`src/bsl_consts.svh`:
```
`ifndef BSL_CONSTS_SVH
`define BSL_CONSTS_SVH

// link mode selection bytes
`define BSL_MODE_ASYNC   8'h86
`define BSL_MODE_SYNC    8'h30

// command codes
`define BSL_CMD_RAM      8'h10
`define BSL_CMD_FSUM     8'h20
`define BSL_CMD_INFO     8'h30

// acknowledge codes
`define BSL_ACK_OK       8'h10
`define BSL_ACK_BAD      8'h11
`define BSL_ACK_RXERR    8'h18
`define BSL_NIB_RXERR    4'h8
`define BSL_NIB_BADCMD   4'h1
`define BSL_PREV_HI_RST  4'h0

// segment layout
`define BSL_PW_BYTES     12
`define BSL_PW_ERASED    8'hFF
`define BSL_PW_LAST      4'hC
`define BSL_HDR_ADDR_END 4'h4
`define BSL_HDR_LAST     4'h6

// flash size walked by the sum command, in bytes
`define BSL_FLASH_BYTES  32'h0004_0000

`endif

```
`src/bsl_pkg.sv`:
```
package bsl_pkg;

    typedef enum logic [3:0] {
        BSL_MODE,
        BSL_CMD,
        BSL_PW,
        BSL_HDR,
        BSL_DATA,
        BSL_DCHK,
        BSL_SUMW,
        BSL_SUMLO,
        BSL_SUMCK,
        BSL_SEND,
        BSL_JUMP,
        BSL_DONE
    } bsl_state_t;

    typedef struct packed {
        bsl_state_t  st;
        bsl_state_t  after;
        logic        sync;
        logic [3:0]  prev_hi;
        logic [3:0]  cnt;
        logic        err;
        logic        pw_bad;
        logic [31:0] addr;
        logic [31:0] base;
        logic [15:0] len;
        logic [7:0]  tx_data;
        logic        tx_valid;
        logic        ram_we;
        logic [31:0] ram_addr;
        logic [7:0]  ram_wdata;
        logic        jump_valid;
        logic        sum_start;
    } bsl_ctl_t;

    typedef struct packed {
        logic        run;
        logic        pend;
        logic        done;
        logic [31:0] addr;
        logic [15:0] sum;
    } bsl_fsum_t;

    typedef struct packed {
        logic [7:0] sum;
    } bsl_acc_t;

endpackage : bsl_pkg

```
`src/bsl_flash_sum.sv`:
```
`timescale 1ns/1ps
`include "bsl_consts.svh"
module bsl_flash_sum
    import bsl_pkg::*;
#(
    parameter logic [31:0] FLASH_BYTES = `BSL_FLASH_BYTES
) (
    input  wire logic        core_clk,
    input  wire logic        resetn,
    input  wire logic        start,
    input  wire logic [7:0]  flash_rdata,
    output logic [31:0]      flash_addr,
    output logic [15:0]      sum,
    output logic             done
);
    bsl_fsum_t fs_reg;
    bsl_fsum_t fs_next;

    // flash answers one cycle after the address; pend marks that cycle
    always_comb begin
        fs_next      = fs_reg;
        fs_next.pend = fs_reg.run;
        if (fs_reg.pend) begin
            fs_next.sum = 16'(fs_reg.sum + {8'h00, flash_rdata});
        end
        if (fs_reg.run) begin
            if (fs_reg.addr == 32'(FLASH_BYTES - 32'h1)) begin
                fs_next.run = 1'b0;
            end else begin
                fs_next.addr = fs_reg.addr + 32'h1;
            end
        end
        // done holds until the next start: a slow echo take cannot miss it
        if (fs_reg.pend && !fs_reg.run) begin
            fs_next.done = 1'b1;
        end
        if (start && !fs_reg.run && !fs_reg.pend) begin
            fs_next.done = 1'b0;
            fs_next.run  = 1'b1;
            fs_next.addr = 32'h0;
            fs_next.sum  = 16'h0;
        end
    end

    always_ff @(posedge core_clk or negedge resetn) begin
        if (!resetn) begin
            fs_reg <= '0;
        end else begin
            fs_reg <= fs_next;
        end
    end

    assign flash_addr = fs_reg.addr;
    assign sum        = fs_reg.sum;
    assign done       = fs_reg.done;
endmodule : bsl_flash_sum

```
`src/bsl_loader.sv`:
```
`timescale 1ns/1ps
`include "bsl_consts.svh"
// Function
// - receive error in password segment: reply 18H, back to command wait
// - clocked synchronous mode: receive errors are never checked
// - password plus checksum must sum to 00H, else reply 11H
// - uniform non-FFH stored password or any mismatch: reply 11H
// - password segment clean: reply 10H
// - four address bytes, most significant first, form 32-bit start
// - two count bytes, high first, form 16-bit length
// - receive error in header segment: reply 18H, back to command wait
// - header sum nonzero: reply 11H and command wait, else 10H
// - data bytes written to consecutive RAM addresses from start
// - data block: 18H on error, 11H on bad sum, else 10H
// - after data ack, branch to received start address
// - 20H is flash sum, 30H is product info; echo the code
// - command receive error: previous upper nibble with low nibble 8H
// - unknown command: previous upper nibble with low nibble 1H
// - flash sum: 16-bit byte total, upper byte sent first
// - checksum of the two sum bytes follows them
// - byte after flash-sum checksum is a new command
// - 10H is RAM download; echo then verify password
// - twelve password bytes compared from lowest stored byte up
// - first byte 86H async or 30H sync, echoed back
module bsl_loader
    import bsl_pkg::*;
#(
    parameter logic [31:0] FLASH_BYTES = `BSL_FLASH_BYTES
) (
    input  wire logic        core_clk,
    input  wire logic        resetn,
    input  wire logic        rx_valid,
    input  wire logic [7:0]  rx_data,
    input  wire logic        rx_error,
    input  wire logic        tx_ready,
    output logic             tx_valid,
    output logic [7:0]       tx_data,
    input  wire logic [95:0] pw_bytes,
    output logic             ram_we,
    output logic [31:0]      ram_addr,
    output logic [7:0]       ram_wdata,
    output logic [31:0]      flash_addr,
    input  wire logic [7:0]  flash_rdata,
    output logic             jump_valid,
    output logic [31:0]      jump_addr,
    output logic             link_sync
);
    bsl_ctl_t    ctl_reg;
    bsl_ctl_t    ctl_next;
    logic [7:0]  acc_sum;
    logic [7:0]  sum_with;
    logic        acc_clr;
    logic        acc_add;
    logic        eff_err;
    logic        pw_uniform;
    logic [15:0] fsum;
    logic        fsum_done;
    logic [7:0]  sum_chk;

    // queue one reply byte; the send state returns to nxt once taken
    function automatic bsl_ctl_t reply(bsl_ctl_t c, logic [7:0] b,
                                       bsl_state_t nxt);
        bsl_ctl_t o;
        o          = c;
        o.tx_data  = b;
        o.tx_valid = 1'b1;
        o.after    = nxt;
        o.st       = BSL_SEND;
        return o;
    endfunction : reply

    // verdict for a checked segment, priority error > sum > password
    function automatic logic [7:0] verdict(logic err, logic [7:0] s,
                                           logic bad);
        logic [7:0] v;
        v = `BSL_ACK_OK;
        if (err) begin
            v = `BSL_ACK_RXERR;
        end else if (s != 8'h00) begin
            v = `BSL_ACK_BAD;
        end else if (bad) begin
            v = `BSL_ACK_BAD;
        end
        return v;
    endfunction : verdict

    // the receiver's error flag is meaningless when clocked by the far end
    assign eff_err = rx_error & ~ctl_reg.sync;

    assign sum_with = 8'(acc_sum + rx_data);
    assign acc_clr  = (ctl_reg.st == BSL_SEND);
    assign acc_add  = rx_valid && (ctl_reg.st == BSL_PW ||
                                   ctl_reg.st == BSL_HDR ||
                                   ctl_reg.st == BSL_DATA ||
                                   ctl_reg.st == BSL_DCHK);
    assign sum_chk  = 8'(8'h00 - 8'(fsum[15:8] + fsum[7:0]));

    bsl_sum8 u_seg_sum (
        .core_clk (core_clk),
        .resetn   (resetn),
        .clr      (acc_clr),
        .add_en   (acc_add),
        .din      (rx_data),
        .sum      (acc_sum)
    );

    bsl_flash_sum #(
        .FLASH_BYTES (FLASH_BYTES)
    ) u_flash_sum (
        .core_clk    (core_clk),
        .resetn      (resetn),
        .start       (ctl_reg.sum_start),
        .flash_rdata (flash_rdata),
        .flash_addr  (flash_addr),
        .sum         (fsum),
        .done        (fsum_done)
    );

    // an erased store (all FFH) is not a uniform-password lockout
    always_comb begin
        pw_uniform = (pw_bytes[7:0] != `BSL_PW_ERASED);
        for (int i = 1; i < `BSL_PW_BYTES; i++) begin
            if (pw_bytes[i*8 +: 8] != pw_bytes[7:0]) begin
                pw_uniform = 1'b0;
            end
        end
    end

    always_comb begin
        ctl_next            = ctl_reg;
        ctl_next.ram_we     = 1'b0;
        ctl_next.jump_valid = 1'b0;
        ctl_next.sum_start  = 1'b0;
        unique case (ctl_reg.st)
            BSL_MODE: begin
                if (rx_valid && rx_data == `BSL_MODE_ASYNC) begin
                    ctl_next.sync = 1'b0;
                    ctl_next = reply(ctl_next, rx_data, BSL_CMD);
                end else if (rx_valid && rx_data == `BSL_MODE_SYNC) begin
                    ctl_next.sync = 1'b1;
                    ctl_next = reply(ctl_next, rx_data, BSL_CMD);
                end
            end
            BSL_CMD: begin
                if (rx_valid) begin
                    if (eff_err) begin
                        ctl_next = reply(ctl_next,
                            {ctl_reg.prev_hi, `BSL_NIB_RXERR},
                            BSL_CMD);
                    end else if (rx_data == `BSL_CMD_RAM) begin
                        ctl_next.prev_hi = rx_data[7:4];
                        ctl_next = reply(ctl_next, rx_data, BSL_PW);
                    end else if (rx_data == `BSL_CMD_FSUM) begin
                        ctl_next.prev_hi   = rx_data[7:4];
                        ctl_next.sum_start = 1'b1;
                        ctl_next = reply(ctl_next, rx_data,
                                         BSL_SUMW);
                    end else if (rx_data == `BSL_CMD_INFO) begin
                        // payload of product information lives elsewhere
                        ctl_next.prev_hi = rx_data[7:4];
                        ctl_next = reply(ctl_next, rx_data,
                                         BSL_CMD);
                    end else begin
                        ctl_next = reply(ctl_next,
                            {ctl_reg.prev_hi, `BSL_NIB_BADCMD},
                            BSL_CMD);
                    end
                end
            end
            BSL_PW: begin
                if (rx_valid) begin
                    ctl_next.err = ctl_reg.err | eff_err;
                    ctl_next.cnt = ctl_reg.cnt + 4'h1;
                    if (ctl_reg.cnt != `BSL_PW_LAST) begin
                        if (rx_data != pw_bytes[ctl_reg.cnt*8 +: 8]) begin
                            ctl_next.pw_bad = 1'b1;
                        end
                    end else if (verdict(ctl_next.err, sum_with,
                                 ctl_reg.pw_bad | pw_uniform)
                                 == `BSL_ACK_OK) begin
                        ctl_next = reply(ctl_next, `BSL_ACK_OK,
                                         BSL_HDR);
                    end else begin
                        ctl_next = reply(ctl_next,
                            verdict(ctl_next.err, sum_with,
                                    ctl_reg.pw_bad | pw_uniform),
                            BSL_CMD);
                    end
                end
            end
            BSL_HDR: begin
                if (rx_valid) begin
                    ctl_next.err = ctl_reg.err | eff_err;
                    ctl_next.cnt = ctl_reg.cnt + 4'h1;
                    if (ctl_reg.cnt < `BSL_HDR_ADDR_END) begin
                        ctl_next.addr = {ctl_reg.addr[23:0], rx_data};
                    end else if (ctl_reg.cnt < `BSL_HDR_LAST) begin
                        ctl_next.len = {ctl_reg.len[7:0], rx_data};
                    end else if (verdict(ctl_next.err, sum_with, 1'b0)
                                 == `BSL_ACK_OK) begin
                        ctl_next.base = ctl_reg.addr;
                        ctl_next = reply(ctl_next, `BSL_ACK_OK,
                            (ctl_reg.len == 16'h0) ? BSL_DCHK
                                                   : BSL_DATA);
                    end else begin
                        ctl_next = reply(ctl_next,
                            verdict(ctl_next.err, sum_with, 1'b0),
                            BSL_CMD);
                    end
                end
            end
            BSL_DATA: begin
                if (rx_valid) begin
                    ctl_next.err       = ctl_reg.err | eff_err;
                    ctl_next.ram_we    = 1'b1;
                    ctl_next.ram_addr  = ctl_reg.addr;
                    ctl_next.ram_wdata = rx_data;
                    ctl_next.addr      = ctl_reg.addr + 32'h1;
                    ctl_next.len       = ctl_reg.len - 16'h1;
                    if (ctl_reg.len == 16'h1) begin
                        ctl_next.st = BSL_DCHK;
                    end
                end
            end
            BSL_DCHK: begin
                if (rx_valid) begin
                    ctl_next.err = ctl_reg.err | eff_err;
                    if (verdict(ctl_next.err, sum_with, 1'b0)
                        == `BSL_ACK_OK) begin
                        ctl_next = reply(ctl_next, `BSL_ACK_OK,
                                         BSL_JUMP);
                    end else begin
                        ctl_next = reply(ctl_next,
                            verdict(ctl_next.err, sum_with, 1'b0),
                            BSL_CMD);
                    end
                end
            end
            BSL_SUMW: begin
                if (fsum_done) begin
                    ctl_next = reply(ctl_next, fsum[15:8],
                                     BSL_SUMLO);
                end
            end
            BSL_SUMLO: begin
                ctl_next = reply(ctl_next, fsum[7:0], BSL_SUMCK);
            end
            BSL_SUMCK: begin
                ctl_next = reply(ctl_next, sum_chk, BSL_CMD);
            end
            BSL_SEND: begin
                // bytes arriving while a reply is pending are dropped
                if (tx_ready) begin
                    ctl_next.tx_valid = 1'b0;
                    ctl_next.st       = ctl_reg.after;
                    ctl_next.cnt      = 4'h0;
                    ctl_next.err      = 1'b0;
                    ctl_next.pw_bad   = 1'b0;
                end
            end
            BSL_JUMP: begin
                ctl_next.jump_valid = 1'b1;
                ctl_next.st         = BSL_DONE;
            end
            BSL_DONE: begin
                // control now belongs to the loaded code
                ctl_next.st = BSL_DONE;
            end
            default: begin
                ctl_next.st = BSL_MODE;
            end
        endcase
    end

    always_ff @(posedge core_clk or negedge resetn) begin
        if (!resetn) begin
            ctl_reg         <= '0;
            ctl_reg.st      <= BSL_MODE;
            ctl_reg.after   <= BSL_MODE;
            ctl_reg.prev_hi <= `BSL_PREV_HI_RST;
        end else begin
            ctl_reg <= ctl_next;
        end
    end

    assign tx_valid   = ctl_reg.tx_valid;
    assign tx_data    = ctl_reg.tx_data;
    assign ram_we     = ctl_reg.ram_we;
    assign ram_addr   = ctl_reg.ram_addr;
    assign ram_wdata  = ctl_reg.ram_wdata;
    assign jump_valid = ctl_reg.jump_valid;
    assign jump_addr  = ctl_reg.base;
    assign link_sync  = ctl_reg.sync;
endmodule : bsl_loader

```
`src/bsl_sum8.sv`:
```
`timescale 1ns/1ps
module bsl_sum8
    import bsl_pkg::*;
(
    input  wire logic       core_clk,
    input  wire logic       resetn,
    input  wire logic       clr,
    input  wire logic       add_en,
    input  wire logic [7:0] din,
    output logic [7:0]      sum
);
    bsl_acc_t acc_reg;
    bsl_acc_t acc_next;

    always_comb begin
        acc_next = acc_reg;
        if (clr) begin
            acc_next.sum = 8'h00;
        end else if (add_en) begin
            // carries dropped: modulo 256
            acc_next.sum = 8'(acc_reg.sum + din);
        end
    end

    always_ff @(posedge core_clk or negedge resetn) begin
        if (!resetn) begin
            acc_reg <= '0;
        end else begin
            acc_reg <= acc_next;
        end
    end

    assign sum = acc_reg.sum;
endmodule : bsl_sum8

```
`config.mk`:
```
export PLATFORM = sky130hd
export DESIGN_NAME = bsl_loader
export DESIGN_NICKNAME = d
export VERILOG_FILES = /design/src/bsl_pkg.sv /design/src/bsl_flash_sum.sv /design/src/bsl_loader.sv /design/src/bsl_sum8.sv
export VERILOG_INCLUDE_DIRS = /design/src
export SDC_FILE = /design/constraint.sdc
export NUM_CORES = 1
export LEC_CHECK = 0
export ABC_AREA = 1
export ABC_CLOCK_PERIOD_IN_PS = 7300
export BUFFER_PORTS_ARGS = -buffer_cell sky130_fd_sc_hd__buf_2
export CORE_ASPECT_RATIO = 1.2
export CORE_MARGIN = 2
export CORE_UTILIZATION = 50
export CTS_CLUSTER_DIAMETER = 100
export DETAILED_ROUTE_END_ITERATION = 6
export PLACE_DENSITY_LB_ADDON = 0.08
export SYNTH_ARGS = -nofsm -noshare
export SYNTH_HDL_FRONTEND = slang
export SYNTH_SLANG_ARGS = --single-unit
```
`constraint.sdc`:
```
create_clock -name core_clk -period 7.3 [get_ports core_clk]
set_input_delay 0.73 -clock core_clk [delete_from_list [all_inputs] [get_ports core_clk]]
set_output_delay 0.73 -clock core_clk [all_outputs]
set_load 0.05 [all_outputs]
```
# Word-level counts from Yosys, hierarchy flattened
# Cells that the tools add are included.
[totals]
inputBits = 117
output_inout_bits = 116
regBits = 210
[op_classes]
n_mux = 82
n_lt_le_gt_ge = 2
bitwise = 15
n_shift = 1
n_addsub = 8
n_reduce_logical = 41
eq_ne = 51
[ops]
columns = ["cell", "count"]
rows = [
  ["151-bit two-way mux", 10],
  ["41-bit one-hot mux with 7 select lines", 1],
  ["32-bit one-hot mux with 7 select lines", 1],
  ["32-bit one-hot mux with 6 select lines", 1],
  ["147-bit two-way mux", 1],
  ["146-bit two-way mux", 1],
  ["145-bit two-way mux", 1],
  ["142-bit two-way mux", 1],
  ["132-bit two-way mux", 1],
  ["32-bit two-way mux", 4],
  ["8-bit two-way mux", 14],
  ["16-bit one-hot mux with 7 select lines", 1],
  ["100-bit two-way mux", 1],
  ["8-bit inequality test", 12],
  ["96-bit by 8-bit variable part select with 8-bit output", 1],
  ["83-bit two-way mux", 1],
  ["9-bit one-hot mux with 8 select lines", 1],
  ["32-bit by 1-bit adder with 32-bit output, second input constant", 2],
  ["8-bit one-hot mux with 8 select lines", 1],
  ["52-bit two-way mux", 1],
  ["49-bit two-way mux", 1],
  ["16-bit two-way mux", 3],
  ["41-bit two-way mux", 1],
  ["4-bit one-hot mux with 10 select lines", 1],
  ["other kinds (48)", 137],
]

# Longest topological paths before layout
# Gate-level depths: netlist (run 1).
[depth]
depth_word = 24
mapped_depth = 18

# Cells and area by module
# From an unflattened synthesis (run 1), not the netlist that was laid out.
[unflattened]
hier_cells = 2385
area_unflattened_um2 = 15926.5
[modules_own_cells]
columns = ["mod", "instances", "area_each_um2", "cells_each"]
rows = [
  ["bsl_loader", 1, 11384.7, 1705],
  ["bsl_flash_sum", 1, 3901.2, 598],
  ["bsl_sum8", 1, 640.6, 82],
]

# Worst setup path after synthesis (run 1)
# OpenSTA, ideal clock, no wires.
[synth_path]
kind = "input port to flip-flop"
start = "input port rx_data[0]"
end = "register ctl_reg (netlist bit jump_addr[7])"
t_arrival_ps = 2596
n_path_buf = 1
path_slack_ps = 4582
required_ps = 7178
setup_time_ps = 122
path_stages = 18
cell_sequence = "ha_1 > inv_1 > fa_1 > inv_1 > nand3_1 > nand2_1 > nand2_1 > nand2_1 > nand3_2 > nor2_4 > nand2_2 > nor2_4 > nand2_4 > nor2_4 > nand2_4 > buf_6 > nand2_2 > o21ai_2"
[synth_via]
elab_chain_len = 10
[synth_rtl]
columns = ["item", "line", "rtl"]
rows = [
  ["start: declaration", "bsl_loader.sv:33", "input wire logic [7:0] rx_data,"],
  ["8-bit adder", "bsl_loader.sv:90", "assign sum_with = 8'(acc_sum + rx_data);"],
  ["8-bit nonzero test", "bsl_loader.sv:79", "end else if (s != 8'h00) begin"],
  ["1-bit two-way mux", "bsl_loader.sv:79", ""],
  ["8-bit two-way mux", "--", ""],
  ["8-bit two-way mux", "bsl_loader.sv:197", "end else if (ctl_reg.cnt < `BSL_HDR_LAST) begin"],
  ["8-bit two-way mux", "bsl_loader.sv:195", "if (ctl_reg.cnt < `BSL_HDR_ADDR_END) begin"],
  ["8-bit two-way mux", "bsl_loader.sv:192", "if (rx_valid) begin"],
  ["8-bit two-way mux", "bsl_loader.sv:134", "unique case (ctl_reg.st)"],
  ["8-bit by 5-bit == test with 1-bit output (no line)", "--", ""],
  ["10-bit AND reduction (no line)", "--", ""],
  ["end signal: assignment", "bsl_loader.sv:282", "ctl_reg <= ctl_next;"],
  ["end: declaration", "bsl_loader.sv:48", "bsl_ctl_t ctl_reg;"],
]
# No other way between the ends. The select of a mux whose other input is x is not followed.
# A chain may end at the register's enable or synchronous reset.

# Worst setup path in the final report (run 1)
[layout_path]
start = "register ctl_reg[147] (netlist name)"
end = "register ctl_reg[115] (netlist name)"
[layout_via]
elab_chain_len = 3
word_cells_on_any_way = 18
cone_classes = "eq/ne (9); mux (1); bitwise (5); reduce/logical (3)"
[layout_rtl]
columns = ["item", "line"]
rows = [
  ["4-bit by 2-bit == test with 1-bit output, or another cell as far along", "bsl_loader.sv:134"],
  ["2-bit by 1-bit inequality test with 1-bit output (no line), or another cell as far along", "--"],
  ["9-bit AND reduction (no line)", "--"],
]
# Parallel ways exist; a longest one is shown, timed or not.

==> results by group, run 1 <==
Yosys
  • Post-Synthesis Mean Instance Area: 6.93 µm²
  • Netlist cell types: 53
  • Yosys warns: 0
  • Sequential-to-total area share from yosys stat: 34.2%
  • Syn nets: 2373
  • EDFF count, synth: 0
  • Synth top area cells: dfrtp_1 34%, nand2_1 14%, o21ai_0 6.3%, buf_4 5.7%, inv_1 5.5%
  • Most common cell in the netlist: nand2_1
  • Main synth FF type: dfrtp_1
  • Post-Syn Area: 15400 µm²
  • Synth top cells by count: 561 x nand2_1, 226 x inv_1, 210 x dfrtp_1
  • Number of synthesized register bits: 210
  • Area leader, netlist: dfrtp_1
  • Post-synth top area share: 34.2%
  • Fraction of registers with async set/reset: 100%
  • Mapped Cells: 2218

Die
  • Starting Density: 50.6%
  • Core area: 30400 µm²
  • Width of the die: around 160 µm
  • # IOs: 233
  • Std cell rows: 70
  • Die Y: ~200 µm
  • Die area: 32200 µm²

Power and ir drop
  • Worst VDD drop: ~0.32 mV
  • Leakage: 8.32 nW
  • Power per standard cell area: between 300 and 400 nW/µm²

Worst hold path
  • Worst Hold Class: input pin to asynchronous set/reset pin

Place
  • Placer Congestion: 0.993
  • I/O Buffers: ~230
  • Place WS: 3.76 ns
  • Post-DP HPWL: 35.5 mm
  • Placed Cells incl. Taps: 2672

Timing
  • Fin Setup TNS: 0 ns
  • Final setup margin: 4.03 ns
  • Pins Over Slew Limit: 0
  • Max frequency: 305 MHz
  • RSZ-0062 raised after global routing: no
  • Crit share post-route: 44.8%
  • Final worst path period need: around 3.3 ns
  • Final Setup Violations: 0
  • Final Skew: 0.0161 ns
  • Final Hold Fails: 0
  • Rel. slew slack: 31.0%
  • Worst-margin pin slew: 1.03 ns

CTS
  • Root buf cell: clkbuf_16
  • Depth of the CTS H-tree: 1
  • Clock Path Buffers: 3
  • CTS tree: yes
  • CTS Buf Count: 24
  • Reg clk slew, reported paths: about 0.060 ns
  • Post-CTS setup buffer count: 0
  • Post-CTS resize count: 0
  • CTS sink cnt: 210
  • Hold-fix buffers, CTS: 0
  • Worst skew pair latency: 0.53 ns

Routing
  • Mean routed wirelength per cell: 17.0 µm
  • Initial drt markers: 1059
  • Number of routed nets with antenna violations: 0
  • DRC errors left: 0
  • Vias per cell: between 5 and 6
  • Wirelength, routed: between 40 and 50 mm
  • DR pass1 iterations: 5
  • Via count: approximately 15k

Cells and area
  • Layout cells sized above 1: around 17%
  • NumNets Final: approximately 2.5k
  • Core Util, Final: 55.1%
  • Final Non-Filler Cells: 2720
  • Layout fillers: ~3.1k
  • Synthesis-to-layout area growth: 8.93%
  • Largest register FFs: 67

Worst setup path
  • Req. time, crit path: 7.73 ns
  • Worst reg2reg startpoint: ctl_reg[147]$_DFFE_PN0P_
  • CP startpoint: ctl_reg[147]$_DFFE_PN0P_
  • Critical Path End Type: flip-flop
  • Crit path arrival time: 3.71 ns
  • Max FO, Critical Path: 58
  • Worst Reg-to-Reg Cells: 12
  • CP startpoint kind: flip-flop
  • Kind of critical path: flip-flop to flip-flop

Global routing
  • Grt peak-use layer: met2
  • Total GRT Usage: between 20 and 30%
  • Routing usage on met1: 37.8%
  • Vias in the first global route: roughly 14k
  • Met3 Usage GRT: 3.26%
  • First-pass GRT wire length: 74.8 mm
  • Largest net degree at the start of global routing: 106
  • M2 GR Usage: 49.1%
  • Initial antenna violation count: 5
  • Grt ovf: 0

Run
  • Max Cap Viol: 0

Status
  • Outcome: finished, final reports clean
==> routing by layer <==
metal / wire [µm] / vias up / share of wire, %
met5: 13 / - / 0.028
met4: 1710 / 2 / 3.7
met3: 2310 / 84 / 5.0
met2: 22400 / 438 / 48
met1: 19900 / 6922 / 43
li1: - / 7367 / -
==> logic make-up after synthesis <==
group	after synthesis	share of synthesized area (%)
and+or+nand+nor	1082	30.6
buffers and inverters	429	13.9
AOI/OAI and AO/OA	415	15.5
DFF	210	34.2
xor gates and xnor gates	43	2.45
adders and majority gates	38	3.24
muxes	1	0.0733
==> worst max-delay path, stage by stage, from the launching register on <==
cell and delay, ns:
dfrtp_1 0.43, inv_1 0.11, nand2_1 0.15, nor2_4 0.10, buf_4 0.49, nor2_1 0.13, inv_1 0.09, o21ai_1 0.10
nor2_4 0.84, inv_2 0.29, a21oi_1 0.20, o21ai_0 0.10, o21ai_0 0.10
==> final timing paths <==
path	endpoint	slack, ns
setup / recovery	ctl_reg[115]$_DFFE_PN0P_	4.03
hold / removal	ram_addr[20]$_DFFE_PN0P_	0.26
setup reg to reg	ctl_reg[115]$_DFFE_PN0P_	4.03
hold reg to reg	tx_valid$_DFFE_PN0P_	0.48
max in group asynchronous	ctl_reg[112]$_DFFE_PN0P_	5.76
min in group core_clk	tx_valid$_DFFE_PN0P_	0.48
==> layout make-up <==
class / count / area (µm²) / area share (%)
Tap cell: 396 / 495 / 2.96
Sequential cell: 210 / 5260 / 31.4
Clock buffer: 33 / 686 / 4.10
Clock inverter: 10 / 135 / 0.807
Timing Repair Buffer: 242 / 1250 / 7.45
Multi-Input combinational cell: 1579 / 7990 / 47.7
Inverter: 245 / 920 / 5.50
Antenna cell: 5 / 12.5 / 0.0748
==> power breakdown <==
group	total (mW)	internal (mW)	switching, mW
Combinational	2.70	0.753	1.94
Sequential	1.80	1.51	0.291
Clock	1.26	0.763	0.500
==> layout by cell type (no fill, tap or decap), types with 4 or more instances in the layout <==
cell,n
nand4_1,49
buf_2,231
or2_2,10
nand2_2,36
ha_1,35
xnor2_1,11
nand2_1,561
o21ai_0,193
nand3_1,124
diode_2,5
inv_1,226
dfrtp_1,210
buf_4,10
clkbuf_16,25
o31ai_1,19
nor4_1,20
o21ai_1,29
clkinv_2,4
o21ai_2,34
clkbuf_1,5
xor2_1,32
nor3_1,56
o22ai_1,13
nor2_4,6
nor2_1,199
clkinv_1,4
a31oi_1,8
inv_2,15
nand3b_1,4
a21oi_1,81
o211ai_1,17
==> through the flow <==
| step | cell area, µm² | power, mW | hold WS (ns) |
|---|---|---|---|
| finish | 16700 | 5.76 | 0.259 |
| global route | 16700 | 6.19 | 0.334 |
| CTS | 16700 | 5.78 | 0.287 |
| detailed placement | 15900 | 4.50 | 0.462 |
| global placement | 15900 | 4.47 | 0.453 |
| floorplan | 15400 | 3.93 | 0.389 |
Power figures use the tool's default switching activity.
==> inputs of run 2 (changes only) <==
ABC_CLOCK_PERIOD_IN_PS = 3250   (was 7300)
clock period = 3.25 ns   (was 7.3 ns; I/O delays follow)
==> results by group, run 2 (synthesis gave the netlist of run 1 again) <==
Status
  • Outcome: finished, final reports clean

Worst setup path
  • CP startpoint kind: flip-flop
  • Worst Reg-to-Reg Cells: 18 (+6)
  • Kind of critical path: flip-flop to flip-flop
  • Crit path to: jump_addr[3]$_DFFE_PN0P_
  • Reg-to-reg endpoint: jump_addr[3]$_DFFE_PN0P_
  • Max FO, Critical Path: 64 (+10%)
  • Req. time, crit path: 3.66 ns (-4.07 ns)
  • Critical Path End Type: flip-flop
  • CP startpoint: u_seg_sum.sum[0]$_DFFE_PN0P_
  • R2R Setup Slk: 0.49 ns (-3.53 ns)
  • Worst reg2reg startpoint: u_seg_sum.sum[0]$_DFFE_PN0P_
  • Crit path arrival time: 3.17 ns (-0.54 ns)

Timing
  • Fin Setup TNS: 0 ns (unchanged)
  • Final worst path period need: 2.76 ns (-0.515 ns)
  • Rel. slew slack: 53.7% (+23 points)
  • Worst-margin pin slew: 0.689 ns (-0.344 ns)
  • Pins Over Slew Limit: 0 (unchanged)
  • Final Hold Fails: 0 (unchanged)
  • Final Skew: 0.0220 ns (+0.00588 ns)
  • Max frequency: 363 MHz (+19%)
  • Crit share post-route: 84.9% (+40 points)
  • Final setup margin: 0.492 ns (-3.53 ns)
  • Final Setup Violations: 0 (unchanged)
  • Hold slack: 0.131 ns (-0.127 ns)
  • RSZ-0062 raised after global routing: no

Power and ir drop
  • Leakage: 8.36 nW (+0.48%)
  • Sequential Power Share: 31.3% (about the same)
  • Combinational power share: 48.2% (+1.4 points)
  • Int Power: 6.59 mW (+120%)
  • Switching part of the total: 48.4% (+0.93 points)
  • Pwr Total: 12.8 mW (+120%)
  • Worst VDD drop: 0.569 mV (+78%)
  • Net Switching: 6.20 mW (+130%)
  • Power per standard cell area: 762 nW/µm² (+120%)
  • Clock power frac: 20.5% (-1.4 points)

Routing
  • DR pass1 iterations: 6 (+1)
  • Initial drt markers: 1070 (+1.0%)
  • Number of routed nets with antenna violations: 0 (unchanged)
  • Wirelength, routed: 46.8 mm (+1.0%)
  • DRC errors left: 0 (unchanged)
  • Via count: 14.9k (+0.72%)
  • Vias per cell: 5.47 (+0.39%)
  • Mean routed wirelength per cell: 17.1 µm (+0.66%)

Die
  • Width of the die: 164 µm (unchanged)
  • Die area: 32200 µm² (unchanged)
  • Starting Density: 50.6% (unchanged)
  • Die Y: 196 µm (unchanged)
  • Std cell rows: 70 (unchanged)
  • # IOs: 233 (unchanged)
  • Core area: 30400 µm² (unchanged)

Global routing
  • Initial antenna violation count: 2 (-3)
  • First-pass GRT wire length: 74.9 mm (+0.23%)
  • Largest net degree at the start of global routing: 82 (-23%)
  • Total GRT Usage: 29.0% (+0.13 points)
  • Vias in the first global route: 14.4k (+1.8%)
  • Grt ovf: 0 (unchanged)

Cells and area
  • NumNets Final: 2471 (+0.57%)
  • Layout cells sized above 1: 17.3% (+0.46 points)
  • Area of the multi-input gates: 7990 µm² (unchanged)
  • Seq. cell area: 5260 µm² (unchanged)
  • Synthesis-to-layout area growth: 9.23%
  • Most common cell after layout, fill and taps aside: nand2_1
  • Largest register FFs: 67 (unchanged)
  • Core Util, Final: 55.2% (+0.15 points)
  • Diodes inserted: 0 (-5)
  • Final Non-Filler Cells: 2729 (+0.33%)
  • Design Area, Final: 16800 µm² (+0.28%)
  • Most frequent cells in the layout: 561 x nand2_1, 231 x buf_2, 226 x inv_1
  • Layout fillers: 3079 (+0.82%)

Worst hold path
  • Hold Path Depth: 4
  • Worst Hold Class: input pin to flip-flop

CTS
  • CTS sink cnt: 210 (unchanged)
  • Clock Path Buffers: 3 (unchanged)
  • CTS Buf Count: 23 (-4.2%)
  • CTS tree: yes
  • Post-CTS setup buffer count: 0 (unchanged)
  • Worst skew pair latency: 0.54 ns (about the same)
  • Depth of the CTS H-tree: 1 (unchanged)
  • Reg clk slew, reported paths: 0.06 ns (about the same)
  • Root buf cell: clkbuf_16

Run
  • Max Cap Viol: 0 (unchanged)

Place
  • Post-DP HPWL: 35.8 mm (+0.95%)
  • Placer Congestion: 0.953 (-4.0%)
  • Post-place instance area: 16000 µm² (+0.82%)
  • Placed Cells incl. Taps: 2686 (+0.52%)
  • Place WS: 0.441 ns (-3.32 ns)
  • I/O Buffers: 232 (unchanged)
-- run 2: cell types whose count changed in the layout (fill, tap and decap cells not counted), sizes merged --
| cell | previous run | this run |
|---|---|---|
| buf | 242 | 256 |
| diode | 5 | 0 |
| bufinv | 3 | 1 |
| clkinvlp | 1 | 3 |
| clkbuf | 33 | 32 |
| clkinv | 10 | 9 |
| dlygate4sd3 | 0 | 1 |
| inv | 241 | 242 |
-- run 2: cell type report --
type                    count  area share (%)
flip-flops and latches    210            31.3
multi-input cells        1579            47.6
repair buffers            257            8.26
well taps                 396            2.95
clock buffers              32            3.87
clock inverters            10           0.537
inverters                 245            5.48
-- run 2: what timing repair did --
action,4_1_cts,5_1_grt
hold endpoints to repair,76,0
gates resized for setup,0,0
hold buffers,1,0
-- run 2: worst min-delay path by stage --
| stage | slack [ns] | end | from |
|---|---|---|---|
| 2_1_floorplan | 0.03 | ctl_reg[0]$_DFF_PN0_ | resetn |
| 3_3_place_gp | 0.34 | ram_addr[20]$_DFFE_PN0P_ | resetn |
| 3_5_place_dp | 0.34 | ram_addr[18]$_DFFE_PN0P_ | resetn |
| 4_1_cts | 0.11 | u_flash_sum.sum[0]$_DFFE_PN0P_ | flash_rdata[0] |
| 5_1_grt | 0.16 | u_flash_sum.sum[0]$_DFFE_PN0P_ | flash_rdata[0] |
| 6_report | 0.13 | u_flash_sum.sum[0]$_DFFE_PN0P_ | flash_rdata[0] |
-- run 2: power by group through the flow --
stage                     logic (mW)  registers, mW  clock network, mW
final                           6.16           4.00               2.63
after global routing            6.83           4.10               2.78
after CTS                       6.16           3.99               2.68
after detailed placement        6.13           4.02                  0
after global placement          6.05           4.02                  0
after floorplan                 4.97           3.86                  0
-- run 2: routing by layer --
metal	wire [µm]	GRT usage, %	vias up	part of all wire [%]
li1	-	-	7376	-
met1	19600	36.8	6989	42
met2	23000	50.4	464	49
met3	2640	4.16	87	5.7
met4	1520	10.1	4	3.2
met5	21	0	-	0.045
-- run 2: worst max-delay path, cell delays in order, from the launching register on --
cell,delay (ns)
dfrtp_1,0.35
ha_1,0.19
inv_1,0.07
fa_1,0.41
inv_1,0.10
nand3_1,0.08
nand2_1,0.08
nand2_1,0.05
nand2_1,0.08
nand3_2,0.10
nor2_4,0.13
nand2_2,0.06
nor2_4,0.14
nand2_4,0.09
nor2_4,0.13
nand2_4,0.07
buf_12,0.20
nand2_1,0.15
o21ai_2,0.06
==> inputs of run 3 (changes only) <==
ABC_CLOCK_PERIOD_IN_PS = 2200   (was 3250)
clock period = 2.2 ns   (was 3.25 ns; I/O delays follow)
==> results by group, run 3 (synthesis gave the netlist of run 1 again) <==
Timing
  • Final Setup Violations: 38 (+38)
  • Hold slack: 0.0717 ns (-0.0595 ns)
  • RSZ-0062 raised after global routing: yes
  • Fin Setup TNS: -10.38 ns (-10.38 ns)
  • Max frequency: 395 MHz (+9.0%)
  • Pins Over Slew Limit: 0 (unchanged)
  • Final Skew: 0.0124 ns (-0.00965 ns)
  • Worst-margin pin slew: 0.516 ns (-0.172 ns)
  • Final setup margin: -0.329 ns (-0.821 ns)
  • Final Hold Fails: 0 (unchanged)
  • Final worst path period need: 2.53 ns (-0.229 ns)
  • Crit share post-route: 115% (+30 points)
  • Rel. slew slack: 65.6% (+12 points)

Worst setup path
  • Req. time, crit path: 2.61 ns (-1.05 ns)
  • Critical Path End Type: flip-flop
  • Kind of critical path: flip-flop to flip-flop
  • Max FO, Critical Path: 44 (-31%)
  • Crit path arrival time: 2.94 ns (-0.23 ns)
  • CP startpoint kind: flip-flop

Power and ir drop
  • Pwr Total: 20.3 mW (+58%)
  • Power per standard cell area: 1120 nW/µm² (+47%)
  • Leakage: 9.02 nW (+7.9%)
  • Worst VDD drop: 0.900 mV (+58%)

Global routing
  • First-pass GRT wire length: 76.7 mm (+2.3%)
  • Total GRT Usage: 29.7% (+0.62 points)
  • Grt ovf: 0 (unchanged)
  • Vias in the first global route: 15.0k (+4.1%)
  • Largest net degree at the start of global routing: 78 (-4.9%)
  • Initial antenna violation count: 2 (unchanged)

Die
  • Width of the die: 164 µm (unchanged)
  • Die area: 32200 µm² (unchanged)
  • Die Y: 196 µm (unchanged)
  • Core area: 30400 µm² (unchanged)
  • Std cell rows: 70 (unchanged)
  • Starting Density: 50.6% (unchanged)
  • # IOs: 233 (unchanged)

Place
  • Placed Cells incl. Taps: 2770 (+3.1%)
  • Post-place instance area: 16800 µm² (+4.8%)
  • Post-DP HPWL: 36.4 mm (+1.6%)
  • Place WS: -0.316 ns (-0.757 ns)
  • I/O Buffers: 232 (unchanged)
  • Placer Congestion: 0.988 (+3.8%)

CTS
  • CTS tree: yes
  • Depth of the CTS H-tree: 1 (unchanged)
  • CTS sink cnt: 210 (unchanged)
  • Worst skew pair latency: 0.53 ns (about the same)
  • CTS Buf Count: 24 (+4.3%)
  • Clock Path Buffers: 3 (unchanged)
  • Reg clk slew, reported paths: 0.06 ns (about the same)
  • Root buf cell: clkbuf_16

Cells and area
  • Layout cells sized above 1: 22.6% (+5.3 points)
  • Final Non-Filler Cells: 2828 (+3.6%)
  • Most common cell after layout, fill and taps aside: nand2_1
  • NumNets Final: 2569 (+4.0%)
  • Largest register FFs: 67 (unchanged)
  • Synthesis-to-layout area growth: 17.5%
  • Most frequent cells in the layout: 551 x nand2_1, 231 x buf_2, 221 x inv_1
  • Core Util, Final: 59.4% (+4.2 points)
  • Layout fillers: 2915 (-5.3%)
  • Design Area, Final: 18000 µm² (+7.5%)

Status
  • Failing checks: setup timing
  • Outcome: finished, violations left

Routing
  • Initial drt markers: 1021 (-4.6%)
  • DRC errors left: 0 (unchanged)
  • DR pass1 iterations: 5 (-1)
  • Mean routed wirelength per cell: 16.6 µm (-2.9%)
  • Via count: 15.2k (+1.7%)
  • Vias per cell: 5.37 (-1.9%)
  • Wirelength, routed: 47.1 mm (+0.67%)
  • Number of routed nets with antenna violations: 0 (unchanged)

Run
  • Max Cap Viol: 0 (unchanged)

Worst hold path
  • Worst Hold Class: input pin to flip-flop
## run 3: cell type report
class / count / area [µm²] / area share (%)
sequential: 210 / 5260 / 29.1
inverter: 245 / 920 / 5.10
timing repair buffer: 354 / 2330 / 12.9
multi-input combinational: 1579 / 8170 / 45.3
clock inverter: 8 / 121 / 0.673
antenna: 1 / 2.50 / 0.0139
tap: 396 / 495 / 2.75
clock buffer: 35 / 753 / 4.17
## run 3: per-layer routing
metal | vias up | wire length (µm) | track usage (%)
met5 | - | 13 | 0
met4 | 2 | 1780 | 11.1
met3 | 110 | 2530 | 3.66
met2 | 457 | 23100 | 51.6
met1 | 7025 | 19600 | 37.5
li1 | 7580 | - | -
## run 3: path summary, 6_finish.rpt
path                                         startpoint  cells after the start  slack (ns)                             end
max                        u_seg_sum.sum[0]$_DFFE_PN0P_                     15       -0.33        jump_addr[3]$_DFFE_PN0P_
min                                      flash_rdata[0]                      4        0.07  u_flash_sum.sum[0]$_DFFE_PN0P_
max reg2reg                u_seg_sum.sum[0]$_DFFE_PN0P_                     15       -0.33        jump_addr[3]$_DFFE_PN0P_
min reg2reg                        tx_valid$_DFFE_PN0P_                      2        0.48            tx_valid$_DFFE_PN0P_
max in group asynchronous                        resetn                      3        1.29  u_flash_sum.sum[9]$_DFFE_PN0P_
min in group asynchronous                        resetn                      2        0.23       jump_addr[18]$_DFFE_PN0P_
## run 3: timing repair
item | CTS | global route
gates resized for setup | 21 | 43
pin swaps | 4 | 13
buffers inserted | 5 | 8
hold buffers | 1 | 0
cloned | 2 | 0
hold endpoints to repair | 57 | 0
setup endpoints to repair | 39 | 113
## run 3: power by group
part           switching [mW]  total, mW  internal [mW]
Sequential              0.908       5.90           4.99
Combinational            6.76       9.99           3.23
Clock                    1.65       4.36           2.72
Total                    9.31       20.3           10.9
## run 3: worst max-delay path, cell delays in order, from the launching register on
cell and delay, ns:
dfrtp_1 0.35, ha_2 0.19, inv_2 0.04, fa_2 0.53, nand2_2 0.05, nor2_2 0.14, nand3_2 0.11, nor2_4 0.13
nand2_2 0.07, nor2_4 0.11, nand2_4 0.07, nor2_4 0.13, nand2_4 0.09, buf_12 0.21, nand2_1 0.11, o21ai_2 0.05
